## config.mk

```make
export PLATFORM = sky130hd
export DESIGN_NAME = iepr_regs
export DESIGN_NICKNAME = d
export VERILOG_FILES = /design/src/pkg/iepr_pkg.sv /design/src/verilog/iepr_regs.sv
export VERILOG_INCLUDE_DIRS = /design/src /design/src/pkg
export SDC_FILE = /design/constraint.sdc
export NUM_CORES = 1
export LEC_CHECK = 0
export BUFFER_PORTS_ARGS = -buffer_cell sky130_fd_sc_hd__buf_2
export CORE_UTILIZATION = 53
export DETAILED_ROUTE_END_ITERATION = 10
export PLACE_DENSITY = 0.83
export SYNTH_ARGS = -nofsm -noshare
export SYNTH_HDL_FRONTEND = slang
export SYNTH_SLANG_ARGS = --single-unit
```

## constraint.sdc

```tcl
create_clock -name core_clk -period 2.19 [get_ports core_clk]
set_input_delay 0.219 -clock core_clk [delete_from_list [all_inputs] [get_ports core_clk]]
set_output_delay 0.219 -clock core_clk [all_outputs]
set_load 0.02 [all_outputs]
```

## src/pkg/iepr_params.svh

```systemverilog
`ifndef IEPR_PARAMS_SVH
`define IEPR_PARAMS_SVH
// ----------------------------------------------------------------
// special-function register addresses
// ----------------------------------------------------------------
`define IEPR_BASE_PRIO_ADDR 8'hB8
`define IEPR_EXT_EN_ADDR 8'hE6
`define IEPR_EXT_PRIO_ADDR 8'hF6
// ----------------------------------------------------------------
// field positions
// ----------------------------------------------------------------
`define IEPR_EXT0_BIT 0
`define IEPR_TMR0_BIT 1
`define IEPR_MGMT_BIT 0
`define IEPR_CONV_BIT 3
`define IEPR_CNTA_BIT 4
`define IEPR_COMP_BIT 5
`define IEPR_TMR3_BIT 7
// ----------------------------------------------------------------
// masks and reset values
// ----------------------------------------------------------------
`define IEPR_EXT_IMPL_MASK 8'hB9
`define IEPR_BASE_ONES 8'hFC
`define IEPR_EXT_RESET 8'h00
`define IEPR_BASE_RESET 2'h0
`endif

```

## src/pkg/iepr_pkg.sv

```systemverilog
// ----------------------------------------------------------------
// shared types
// ----------------------------------------------------------------
package iepr_pkg;
	typedef logic [7:0] iepr_byte_t;	// one register byte
endpackage : iepr_pkg

```

## src/verilog/iepr_regs.sv

```systemverilog
// Function
// RQ1: timer0 priority at base bit one
// RQ2: external irq0 priority at base bit zero
// RQ3: extended enable register, reset zero
// RQ4: extended priority register, reset zero
// RQ5: unused base bits read one, ignore writes
// RQ6: reserved extended bits have no effect
`timescale 1ns/1ps
`include "iepr_params.svh"
module iepr_regs (
	input  wire logic            core_clk,
	input  wire logic            rst,
	input  wire logic [7:0]      sfr_addr,
	input  wire logic            sfr_wr,
	input  wire iepr_pkg::iepr_byte_t sfr_wdata,
	input  wire logic            sfr_rd,
	output iepr_pkg::iepr_byte_t sfr_rdata,
	output logic                 sfr_hit,
	output logic                 timer0_prio,
	output logic                 ext_irq0_prio,
	output logic                 timer3_irq_en,
	output logic                 comparator_irq_en,
	output logic                 counter_array_irq_en,
	output logic                 converter_irq_en,
	output logic                 mgmt_bus_irq_en,
	output logic                 timer3_prio,
	output logic                 comparator_prio,
	output logic                 counter_array_prio,
	output logic                 converter_prio,
	output logic                 mgmt_bus_prio
);
	import iepr_pkg::*;
	// ----------------------------------------------------------------
	// storage
	// ----------------------------------------------------------------
	logic [1:0] base_bits;			// implemented base priority bits
	logic [1:0] next_base_bits;		// next base bits
	iepr_byte_t ext_en;			// implemented enable bits only
	iepr_byte_t next_ext_en;		// next enable
	iepr_byte_t ext_prio;			// implemented priority bits only
	iepr_byte_t next_ext_prio;		// next priority
	iepr_byte_t next_rdata;			// next read data
	logic       next_hit;			// next address hit

	// ----------------------------------------------------------------
	// write decode
	// ----------------------------------------------------------------
	// decode writes; reserved bits are masked so they steer nothing
	// dropping them here means no later logic can ever see them, which
	// costs a mask on each of the two extended write paths but keeps every consumer free of masking
	always_comb begin
		next_base_bits = base_bits;
		next_ext_en    = ext_en;
		next_ext_prio  = ext_prio;
		if (sfr_wr && sfr_addr == `IEPR_BASE_PRIO_ADDR) begin
			next_base_bits = sfr_wdata[1:0];	// RQ1 RQ2 RQ5
		end
		if (sfr_wr && sfr_addr == `IEPR_EXT_EN_ADDR) begin
			next_ext_en = sfr_wdata & `IEPR_EXT_IMPL_MASK;	// RQ3 RQ6
		end
		if (sfr_wr && sfr_addr == `IEPR_EXT_PRIO_ADDR) begin
			next_ext_prio = sfr_wdata & `IEPR_EXT_IMPL_MASK;	// RQ4 RQ6
		end
	end

	// ----------------------------------------------------------------
	// read path
	// ----------------------------------------------------------------
	// read mux; unused base bits always read as one
	// the mux looks at the next values so that a read in the same cycle
	// as a write to the same address returns the freshly written byte
	always_comb begin
		next_rdata = 8'h00;
		next_hit   = 1'b0;
		if (sfr_rd) begin
			case (sfr_addr)
				`IEPR_BASE_PRIO_ADDR: begin
					// upper six bits are constant ones
					next_rdata = `IEPR_BASE_ONES
						| {6'h00, next_base_bits};	// RQ5
					next_hit   = 1'b1;
				end
				`IEPR_EXT_EN_ADDR: begin
					next_rdata = next_ext_en;
					next_hit   = 1'b1;
				end
				`IEPR_EXT_PRIO_ADDR: begin
					next_rdata = next_ext_prio;
					next_hit   = 1'b1;
				end
				default: begin
					next_rdata = 8'h00;	// unmapped reads zero
					next_hit   = 1'b0;
				end
			endcase
		end
	end

	// ----------------------------------------------------------------
	// registers; outputs come straight from flops
	// ----------------------------------------------------------------
	always_ff @(posedge core_clk) begin
		if (rst) begin
			base_bits <= `IEPR_BASE_RESET;
			ext_en    <= `IEPR_EXT_RESET;	// RQ3
			ext_prio  <= `IEPR_EXT_RESET;	// RQ4
			sfr_rdata <= 8'h00;
			sfr_hit   <= 1'b0;
		end else begin
			base_bits <= next_base_bits;
			ext_en    <= next_ext_en;
			ext_prio  <= next_ext_prio;
			sfr_rdata <= next_rdata;
			sfr_hit   <= next_hit;
		end
	end

	// ----------------------------------------------------------------
	// field outputs
	// ----------------------------------------------------------------
	// field outputs are wires from the stored bits, so each one is a
	// flop output with no logic between it and the pin
	assign timer0_prio          = base_bits[`IEPR_TMR0_BIT];	// RQ1
	assign ext_irq0_prio        = base_bits[`IEPR_EXT0_BIT];	// RQ2
	assign timer3_irq_en        = ext_en[`IEPR_TMR3_BIT];
	assign comparator_irq_en    = ext_en[`IEPR_COMP_BIT];
	assign counter_array_irq_en = ext_en[`IEPR_CNTA_BIT];
	assign converter_irq_en     = ext_en[`IEPR_CONV_BIT];
	assign mgmt_bus_irq_en      = ext_en[`IEPR_MGMT_BIT];
	assign timer3_prio          = ext_prio[`IEPR_TMR3_BIT];
	assign comparator_prio      = ext_prio[`IEPR_COMP_BIT];
	assign counter_array_prio   = ext_prio[`IEPR_CNTA_BIT];
	assign converter_prio       = ext_prio[`IEPR_CONV_BIT];
	assign mgmt_bus_prio        = ext_prio[`IEPR_MGMT_BIT];

	// ----------------------------------------------------------------
	// checks
	// ----------------------------------------------------------------
	// timer0 priority follows bit one of a base write
	tmr0_write_a: assert property ( // RQ1
		@(posedge core_clk) disable iff (rst)
		sfr_wr && sfr_addr == `IEPR_BASE_PRIO_ADDR
		|=> timer0_prio == $past(sfr_wdata[1]))
		else $error("timer0 priority not written");
	// external irq0 priority follows bit zero of a base write
	ext0_write_a: assert property ( // RQ2
		@(posedge core_clk) disable iff (rst)
		sfr_wr && sfr_addr == `IEPR_BASE_PRIO_ADDR
		|=> ext_irq0_prio == $past(sfr_wdata[0]))
		else $error("ext irq0 priority not written");
	// outer enable bits land one cycle after the write
	en_write_a: assert property ( // RQ3
		@(posedge core_clk) disable iff (rst)
		sfr_wr && sfr_addr == `IEPR_EXT_EN_ADDR
		|=> timer3_irq_en == $past(sfr_wdata[7])
		&& mgmt_bus_irq_en == $past(sfr_wdata[0]))
		else $error("enable register not written");
	// middle enable bits land one cycle after the write
	mid_en_a: assert property ( // RQ3
		@(posedge core_clk) disable iff (rst)
		sfr_wr && sfr_addr == `IEPR_EXT_EN_ADDR
		|=> comparator_irq_en == $past(sfr_wdata[5])
		&& counter_array_irq_en == $past(sfr_wdata[4])
		&& converter_irq_en == $past(sfr_wdata[3]))
		else $error("middle enable bits not written");
	// some priority bits land one cycle after the write
	prio_write_a: assert property ( // RQ4
		@(posedge core_clk) disable iff (rst)
		sfr_wr && sfr_addr == `IEPR_EXT_PRIO_ADDR
		|=> converter_prio == $past(sfr_wdata[3])
		&& comparator_prio == $past(sfr_wdata[5]))
		else $error("priority register not written");
	// the remaining priority bits land one cycle after the write
	rest_prio_a: assert property ( // RQ4
		@(posedge core_clk) disable iff (rst)
		sfr_wr && sfr_addr == `IEPR_EXT_PRIO_ADDR
		|=> timer3_prio == $past(sfr_wdata[7])
		&& counter_array_prio == $past(sfr_wdata[4])
		&& mgmt_bus_prio == $past(sfr_wdata[0]))
		else $error("remaining priority bits not written");
	// stored enable byte never holds a reserved bit
	en_mask_a: assert property ( // RQ3 RQ6
		@(posedge core_clk) disable iff (rst)
		sfr_wr && sfr_addr == `IEPR_EXT_EN_ADDR
		|=> ext_en == ($past(sfr_wdata) & `IEPR_EXT_IMPL_MASK))
		else $error("enable byte stored a reserved bit");
	// stored priority byte never holds a reserved bit
	prio_mask_a: assert property ( // RQ4 RQ6
		@(posedge core_clk) disable iff (rst)
		sfr_wr && sfr_addr == `IEPR_EXT_PRIO_ADDR
		|=> ext_prio == ($past(sfr_wdata) & `IEPR_EXT_IMPL_MASK))
		else $error("priority byte stored a reserved bit");
	// unused base bits read as ones on every base read
	base_ones_a: assert property ( // RQ5
		@(posedge core_clk) disable iff (rst)
		sfr_rd && sfr_addr == `IEPR_BASE_PRIO_ADDR
		|=> sfr_rdata[7:2] == 6'h3F && sfr_hit)
		else $error("unused base bits not read as one");
	// a base write and read together return the written low bits
	base_wr_rd_a: assert property ( // RQ5
		@(posedge core_clk) disable iff (rst)
		sfr_wr && sfr_rd && sfr_addr == `IEPR_BASE_PRIO_ADDR
		|=> sfr_rdata == {6'h3F, $past(sfr_wdata[1:0])})
		else $error("base write and read disagree");
	// reserved extended bits always read back as zero
	resv_zero_a: assert property ( // RQ6
		@(posedge core_clk) disable iff (rst)
		sfr_rd && (sfr_addr == `IEPR_EXT_EN_ADDR
		|| sfr_addr == `IEPR_EXT_PRIO_ADDR)
		|=> sfr_rdata[6] == 1'b0 && sfr_rdata[2:1] == 2'h0)
		else $error("reserved bit stored");
	// read data and hit are zero in any cycle that follows no read
	idle_read_a: assert property (
		@(posedge core_clk) disable iff (rst)
		!sfr_rd |=> sfr_rdata == 8'h00 && !sfr_hit)
		else $error("read data shown without a read");
	// unmapped addresses read zero and give no hit
	miss_read_a: assert property (
		@(posedge core_clk) disable iff (rst)
		sfr_rd && sfr_addr != `IEPR_BASE_PRIO_ADDR
		&& sfr_addr != `IEPR_EXT_EN_ADDR
		&& sfr_addr != `IEPR_EXT_PRIO_ADDR
		|=> sfr_rdata == 8'h00 && !sfr_hit)
		else $error("unmapped read answered");
	// both extended bytes come out of reset cleared
	reset_val_a: assert property ( // RQ3 RQ4
		@(posedge core_clk)
		$past(rst) |-> ext_en == 8'h00 && ext_prio == 8'h00)
		else $error("extended registers not reset");
	// nothing moves the extended bytes but a write
	hold_a: assert property ( // RQ4
		@(posedge core_clk) disable iff (rst)
		!sfr_wr |=> $stable(ext_prio) && $stable(ext_en))
		else $error("register changed without write");
endmodule : iepr_regs

```

==> out/metrics.cfg, run 1 <==
[outcome]
outcome=complete, no violations

[drt]
drt_pass1_iterations=4
drt-total-wl_um=2805
vias=1092
drc_errors=0
vias_per_cell=5.935
avgRoutedWirePerCell_um=15.24
drt_iter0_markers=21
postRouteAntennaNets=0

[timing]
layout_min_cycle_time_ns=1.239
max_slew_margin_pct=67.00
tightest_slew_ns=0.4929
rsz0062_at_grt=false
finalSetupViolCount=0
whs_ns=0.1646
slew_violations=0
finalSetupTns_ns=0
max_freq_mhz=807.0
final-hold-violation-count=0
finalCritPeriodShare_pct=56.58
fin_skew_ns=0.002678

[synth]
ys_seq_area_share_pct=41.66
synth.distinct_cells=25
synth-seq-cells=27
synth_area_leaders=dfxtp_1, nand2b_1, mux2_2
synthesis.nets=141
synth-simple-area-share_pct=26.71
synth_top_family_by_area=simple AND/OR/NAND/NOR gates
synth_fa_ha_area_share_pct=0
synth_largest_area_cell=dfxtp_1
avgSynthCellArea_um2=10.72
syn_inst=121
yosysWarnings=0
synth_compound_area_share_pct=11.38
yosys.area.top_type_share_pct=41.66
netlist_area_mm2=0.001297
synthXorXnorAreaFrac_pct=0
muxShareOfSynthArea_pct=16.39

[global_route]
grt_max_degree=25
grt_pass1_wl_um=4574
antenna_found_initial=0
grtUsageTotal_pct=23.60
grt_pass1_vias=1045
grt_remaining_overflow=0

[power_and_ir_drop]
vdd_drop_max_v=0.0003444
leakagePower_uw=0.0006418
power.total_uw=780.1
p_per_area_mw_per_mm2=515.3

[clock_network]
cts_tree=yes
cts_made_buffers=3
post_cts_buffers=0
worstSkewPairLatency_ns=0.32
cts_resized=0
cts_hold_buf=0
cts_sinks=27
max-clock-path-buffers=2
root_buffer=clkbuf_4
htree_levels=1
path_clk_slew_ns=0.14

[finish]
layout-drive-gt1-share_pct=35.90
final_cell_mix=buf_2, dfxtp_1, nand2b_1
layout_commonest_cell=buf_2
num_antenna_cells=0
nFillCells=184
layout-area-overhead-vs-synth_pct=16.68
nets=177
finalInstanceArea_mm2=0.001514

[place]
placed_cell_area_mm2=0.001488
portBuffers=38
gp_congestion=0.7389
dp_hpwl_um=2147

[worst_setup_path]
crit_arrival_ns=1.50
end_kind=flip-flop
crit_fanout=12
path_class=in2reg
rr_startpoint=ext_prio[5]$_SDFF_PP0_
critPathLaunchType=input port
r2r_cells=3
critPathLaunch=sfr_addr[0]
slowest_delay_ns=0.50
required_ns=2.45
reg2reg_slack_ns=1.12
worstSetupEndpoint=ext_prio[5]$_SDFF_PP0_
r2r-end=sfr_rdata[5]$_SDFF_PP0_
crit_path_top_delay_cell=and3b_1
crit_path_cell_trace=buf_2 > and3b_1 > and4_1 > mux2i_1

[floorplan]
initial_core_util_pct=57.55
ioPinCount=41
coreArea_mm2=0.002255
die_area_mm2=0.002650
placementRows=17
die_h_um=51.48
chipWidth_um=51.48

[hold_path]
hp-class=in2reg

[run]
cap_violations=0

state kept, by name, summed over array words and instances, names as in the netlist:
signal     flops
sfr_hit        1
base_bits      2
ext_en         8
ext_prio       8
sfr_rdata      8
metrics by stage:
stage | worst slack [ns] | util, % | std cells
floorplan | 0.9921 | - | 121
global placement | 0.6617 | 65.98 | 180
detailed placement | 0.6211 | 65.98 | 180
CTS | 0.9596 | 67.15 | 184
global route | 0.8571 | 67.15 | 184
finish | 0.9508 | 67.15 | 184
worst max-delay path, delay by kind of cell:
kind                   cells  cell delay, ns
muxes                      1            0.23
buffers and inverters      1            0.11
and+or+nand+nor            2            0.94
synthesized netlist by cell type:
| library cell | count |
|---|---|
| nor4b_4 | 2 |
| or4b_1 | 1 |
| nand4_1 | 6 |
| o2111ai_1 | 5 |
| nor2_1 | 1 |
| clkbuf_1 | 2 |
| a21oi_4 | 1 |
| a211oi_1 | 8 |
| mux2_2 | 10 |
| buf_4 | 2 |
| a21oi_1 | 2 |
| buf_2 | 4 |
| nand2b_1 | 20 |
| and3b_1 | 1 |
| nand3_1 | 2 |
| mux2i_1 | 10 |
| and4b_1 | 2 |
| nand4b_1 | 1 |
| inv_1 | 2 |
| nand3b_1 | 2 |
| nor3b_1 | 6 |
| and4_1 | 1 |
| nand2_2 | 1 |
| o41ai_1 | 2 |
| dfxtp_1 | 27 |
worst min path at each step:
stage | slack (ns) | endpoint | cells past startpoint | start
finish | 0.16 | base_bits[1]$_SDFF_PP0_ | 3 | sfr_wdata[1]
global route | 0.17 | ext_en[3]$_SDFF_PP0_ | 3 | sfr_wdata[3]
CTS | 0.17 | base_bits[1]$_SDFF_PP0_ | 3 | sfr_wdata[1]
detailed placement | 0.47 | ext_prio[2]$_SDFF_PP0_ | 1 | ext_prio[2]$_SDFF_PP0_
global placement | 0.46 | ext_prio[2]$_SDFF_PP0_ | 1 | ext_prio[2]$_SDFF_PP0_
floorplan | 0.39 | base_bits[0]$_SDFF_PP0_ | 2 | sfr_wdata[0]
routing by layer:
metal  vias to the layer above  track usage, %  wire (um)
met4                         0           10.81         48
met3                         6           2.976        113
met1                       523           27.96       1218
met2                        33           41.77       1425
li1                        530               -          -
met5                         -               0          0
area by class of cell:
type | instances | area, um2 | share of cell area [%]
Inverter | 2 | 7.507 | 0.4959
Timing Repair Buffer | 39 | 197.7 | 13.06
Clock buffer | 4 | 26.28 | 1.736
Tap cell | 28 | 35.03 | 2.314
Sequential cell | 27 | 540.5 | 35.70
Multi-Input combinational cell | 84 | 706.9 | 46.69
report_power, final:
part / total (uW) / leakage, uW / switching (uW) / internal [uW]
Combinational: 73.5 / 0.000409 / 43.1 / 30.4
Clock: 215 / 0.0000150 / 144 / 71.3
Sequential: 492 / 0.000217 / 0.199 / 492
cell families after synthesis:
logic type      count (synthesis)
mux                            20
flops                          27
buf+inv                        10
simple gates                   46
compound gates                 18
Note: power is estimated with default switching activity, not from simulation.
==> run 2, diff against run 1 <==
--- a/config.mk
+++ b/config.mk
@@ -7,9 +7,9 @@
 export NUM_CORES = 1
 export LEC_CHECK = 0
 export BUFFER_PORTS_ARGS = -buffer_cell sky130_fd_sc_hd__buf_2
-export CORE_UTILIZATION = 53
+export CORE_UTILIZATION = 49
 export DETAILED_ROUTE_END_ITERATION = 10
-export PLACE_DENSITY = 0.83
+export PLACE_DENSITY = 0.77
 export SYNTH_ARGS = -nofsm -noshare
 export SYNTH_HDL_FRONTEND = slang
 export SYNTH_SLANG_ARGS = --single-unit
==> constraint.sdc (replaced) <==
create_clock -name core_clk -period 1.25 [get_ports core_clk]
set_input_delay 0.125 -clock core_clk [delete_from_list [all_inputs] [get_ports core_clk]]
set_output_delay 0.125 -clock core_clk [all_outputs]
set_load 0.02 [all_outputs]
==> out/metrics.cfg, run 2 (same netlist as run 1, synthesis figures left out) <==
[outcome]
outcome=complete, no violations

[place]
portBuffers=38
post-place-ws_ns=-0.07234
dp_hpwl_um=2349
gp_congestion=0.8868

[clock_network]
htree_levels=1
path_clk_slew_ns=0.13
cts_made_buffers=3
cts_tree=yes
cts_hold_buf=0
cts_resized=0
max-clock-path-buffers=2
post_cts_buffers=0
root_buffer=clkbuf_4
cts_sinks=27
worstSkewPairLatency_ns=0.32

[drt]
vias=1119
drc_errors=0
vias_per_cell=5.567
drt_iter0_markers=25
postRouteAntennaNets=0
avgRoutedWirePerCell_um=14.60
drt-total-wl_um=2934
drt_pass1_iterations=4

[timing]
layout_min_cycle_time_ns=1.078
finalWorstSetupSlack_ns=0.1721
tightest_slew_ns=0.3065
fin_skew_ns=0.005333
max_freq_mhz=927.7
finalSetupViolCount=0
finalCritPeriodShare_pct=86.24
final-hold-violation-count=0
max_slew_margin_pct=79.50
slew_violations=0
rsz0062_at_grt=false

[worst_setup_path]
crit_arrival_ns=1.28
required_ns=1.45
r2r_cells=3
critPathLaunch=ext_prio[0]$_SDFF_PP0_
rr_startpoint=ext_prio[0]$_SDFF_PP0_
crit_fanout=3
critPathLaunchType=flip-flop
path_class=reg2reg
r2r-end=sfr_rdata[0]$_SDFF_PP0_
end_kind=flip-flop
reg2reg_slack_ns=0.17

[global_route]
grt_pass1_wl_um=4657
grt_max_degree=24
grt_remaining_overflow=0
grtUsageTotal_pct=23.18
antenna_found_initial=0
grt_pass1_vias=1033

[finish]
final_util_pct=65.67
layout-area-overhead-vs-synth_pct=26.52
layout_commonest_cell=buf_2
top_regs=ext_en (8), ext_prio (8), sfr_rdata (8)
layout-drive-gt1-share_pct=41.52
final_cell_mix=buf_2, dfxtp_1, nand2b_1
nets=192
num_antenna_cells=0

[power_and_ir_drop]
vdd_drop_max_v=0.001053
leakagePower_uw=0.0007216
power.total_uw=1380
p_per_area_mw_per_mm2=840.6

[run]
cap_violations=0

[floorplan]
die_h_um=53.46
die_area_mm2=0.002858
initial_core_util_pct=51.90
ioPinCount=41
chipWidth_um=53.46
coreArea_mm2=0.002500
placementRows=18

[hold_path]
hold_path_end=base_bits[1]$_SDFF_PP0_
hold_depth=3
hold_start=sfr_wdata[1]
hp-class=in2reg

## run 2: worst max-delay path by stage
stage	end	slack (ns)	cells after the start
3_3_place_gp	base_bits[0]$_SDFF_PP0_	-0.02	4
4_1_cts	sfr_rdata[0]$_SDFF_PP0_	0.17	3
3_5_place_dp	base_bits[1]$_SDFF_PP0_	-0.07	4
5_1_grt	sfr_rdata[7]$_SDFF_PP0_	0.07	3
2_1_floorplan	base_bits[0]$_SDFF_PP0_	0.15	3
6_report	sfr_rdata[0]$_SDFF_PP0_	0.17	3
## run 2: worst max-delay path: stages, from the launching register on
cell,delay (ns)
dfxtp_1,0.34
mux2_2,0.28
o2111ai_1,0.22
a211oi_1,0.12
## run 2: metal layers
layer	share of wire, %	vias to the layer above	wire length (um)	track usage (%)
met5	0	-	0	0
met1	44	528	1294	27.93
met3	4.4	4	128	6.322
met2	50	32	1480	39.79
met4	1.1	0	31	6.140
li1	-	555	-	-
## run 2: report_power, final
group	total (uW)	internal, uW	leakage [uW]	switching, uW
registers	861	861	0.000217	0.360
clock network	357	125	0.0000150	232
logic	162	78.4	0.000489	83.1
## run 2: cell type report
type	count	area (um2)
Fill cell	198	858.3
Multi-Input combinational cell	84	706.9
Sequential cell	27	540.5
Timing Repair Buffer	54	322.8
Tap cell	30	37.54
Clock buffer	4	26.28
Inverter	2	7.507
## run 2: metrics by stage
stage                     instance area (um2)  TNS (ns)  cells  hold WS [ns]
after global placement                   1615  -0.08436    197        0.4177
after CTS                                1642         0    201       0.09174
final                                    1642         0    201        0.1008
after floorplan                          1297         0    121        0.2934
after detailed placement                 1615   -0.2440    197        0.4400
after global routing                     1642         0    201       0.09274
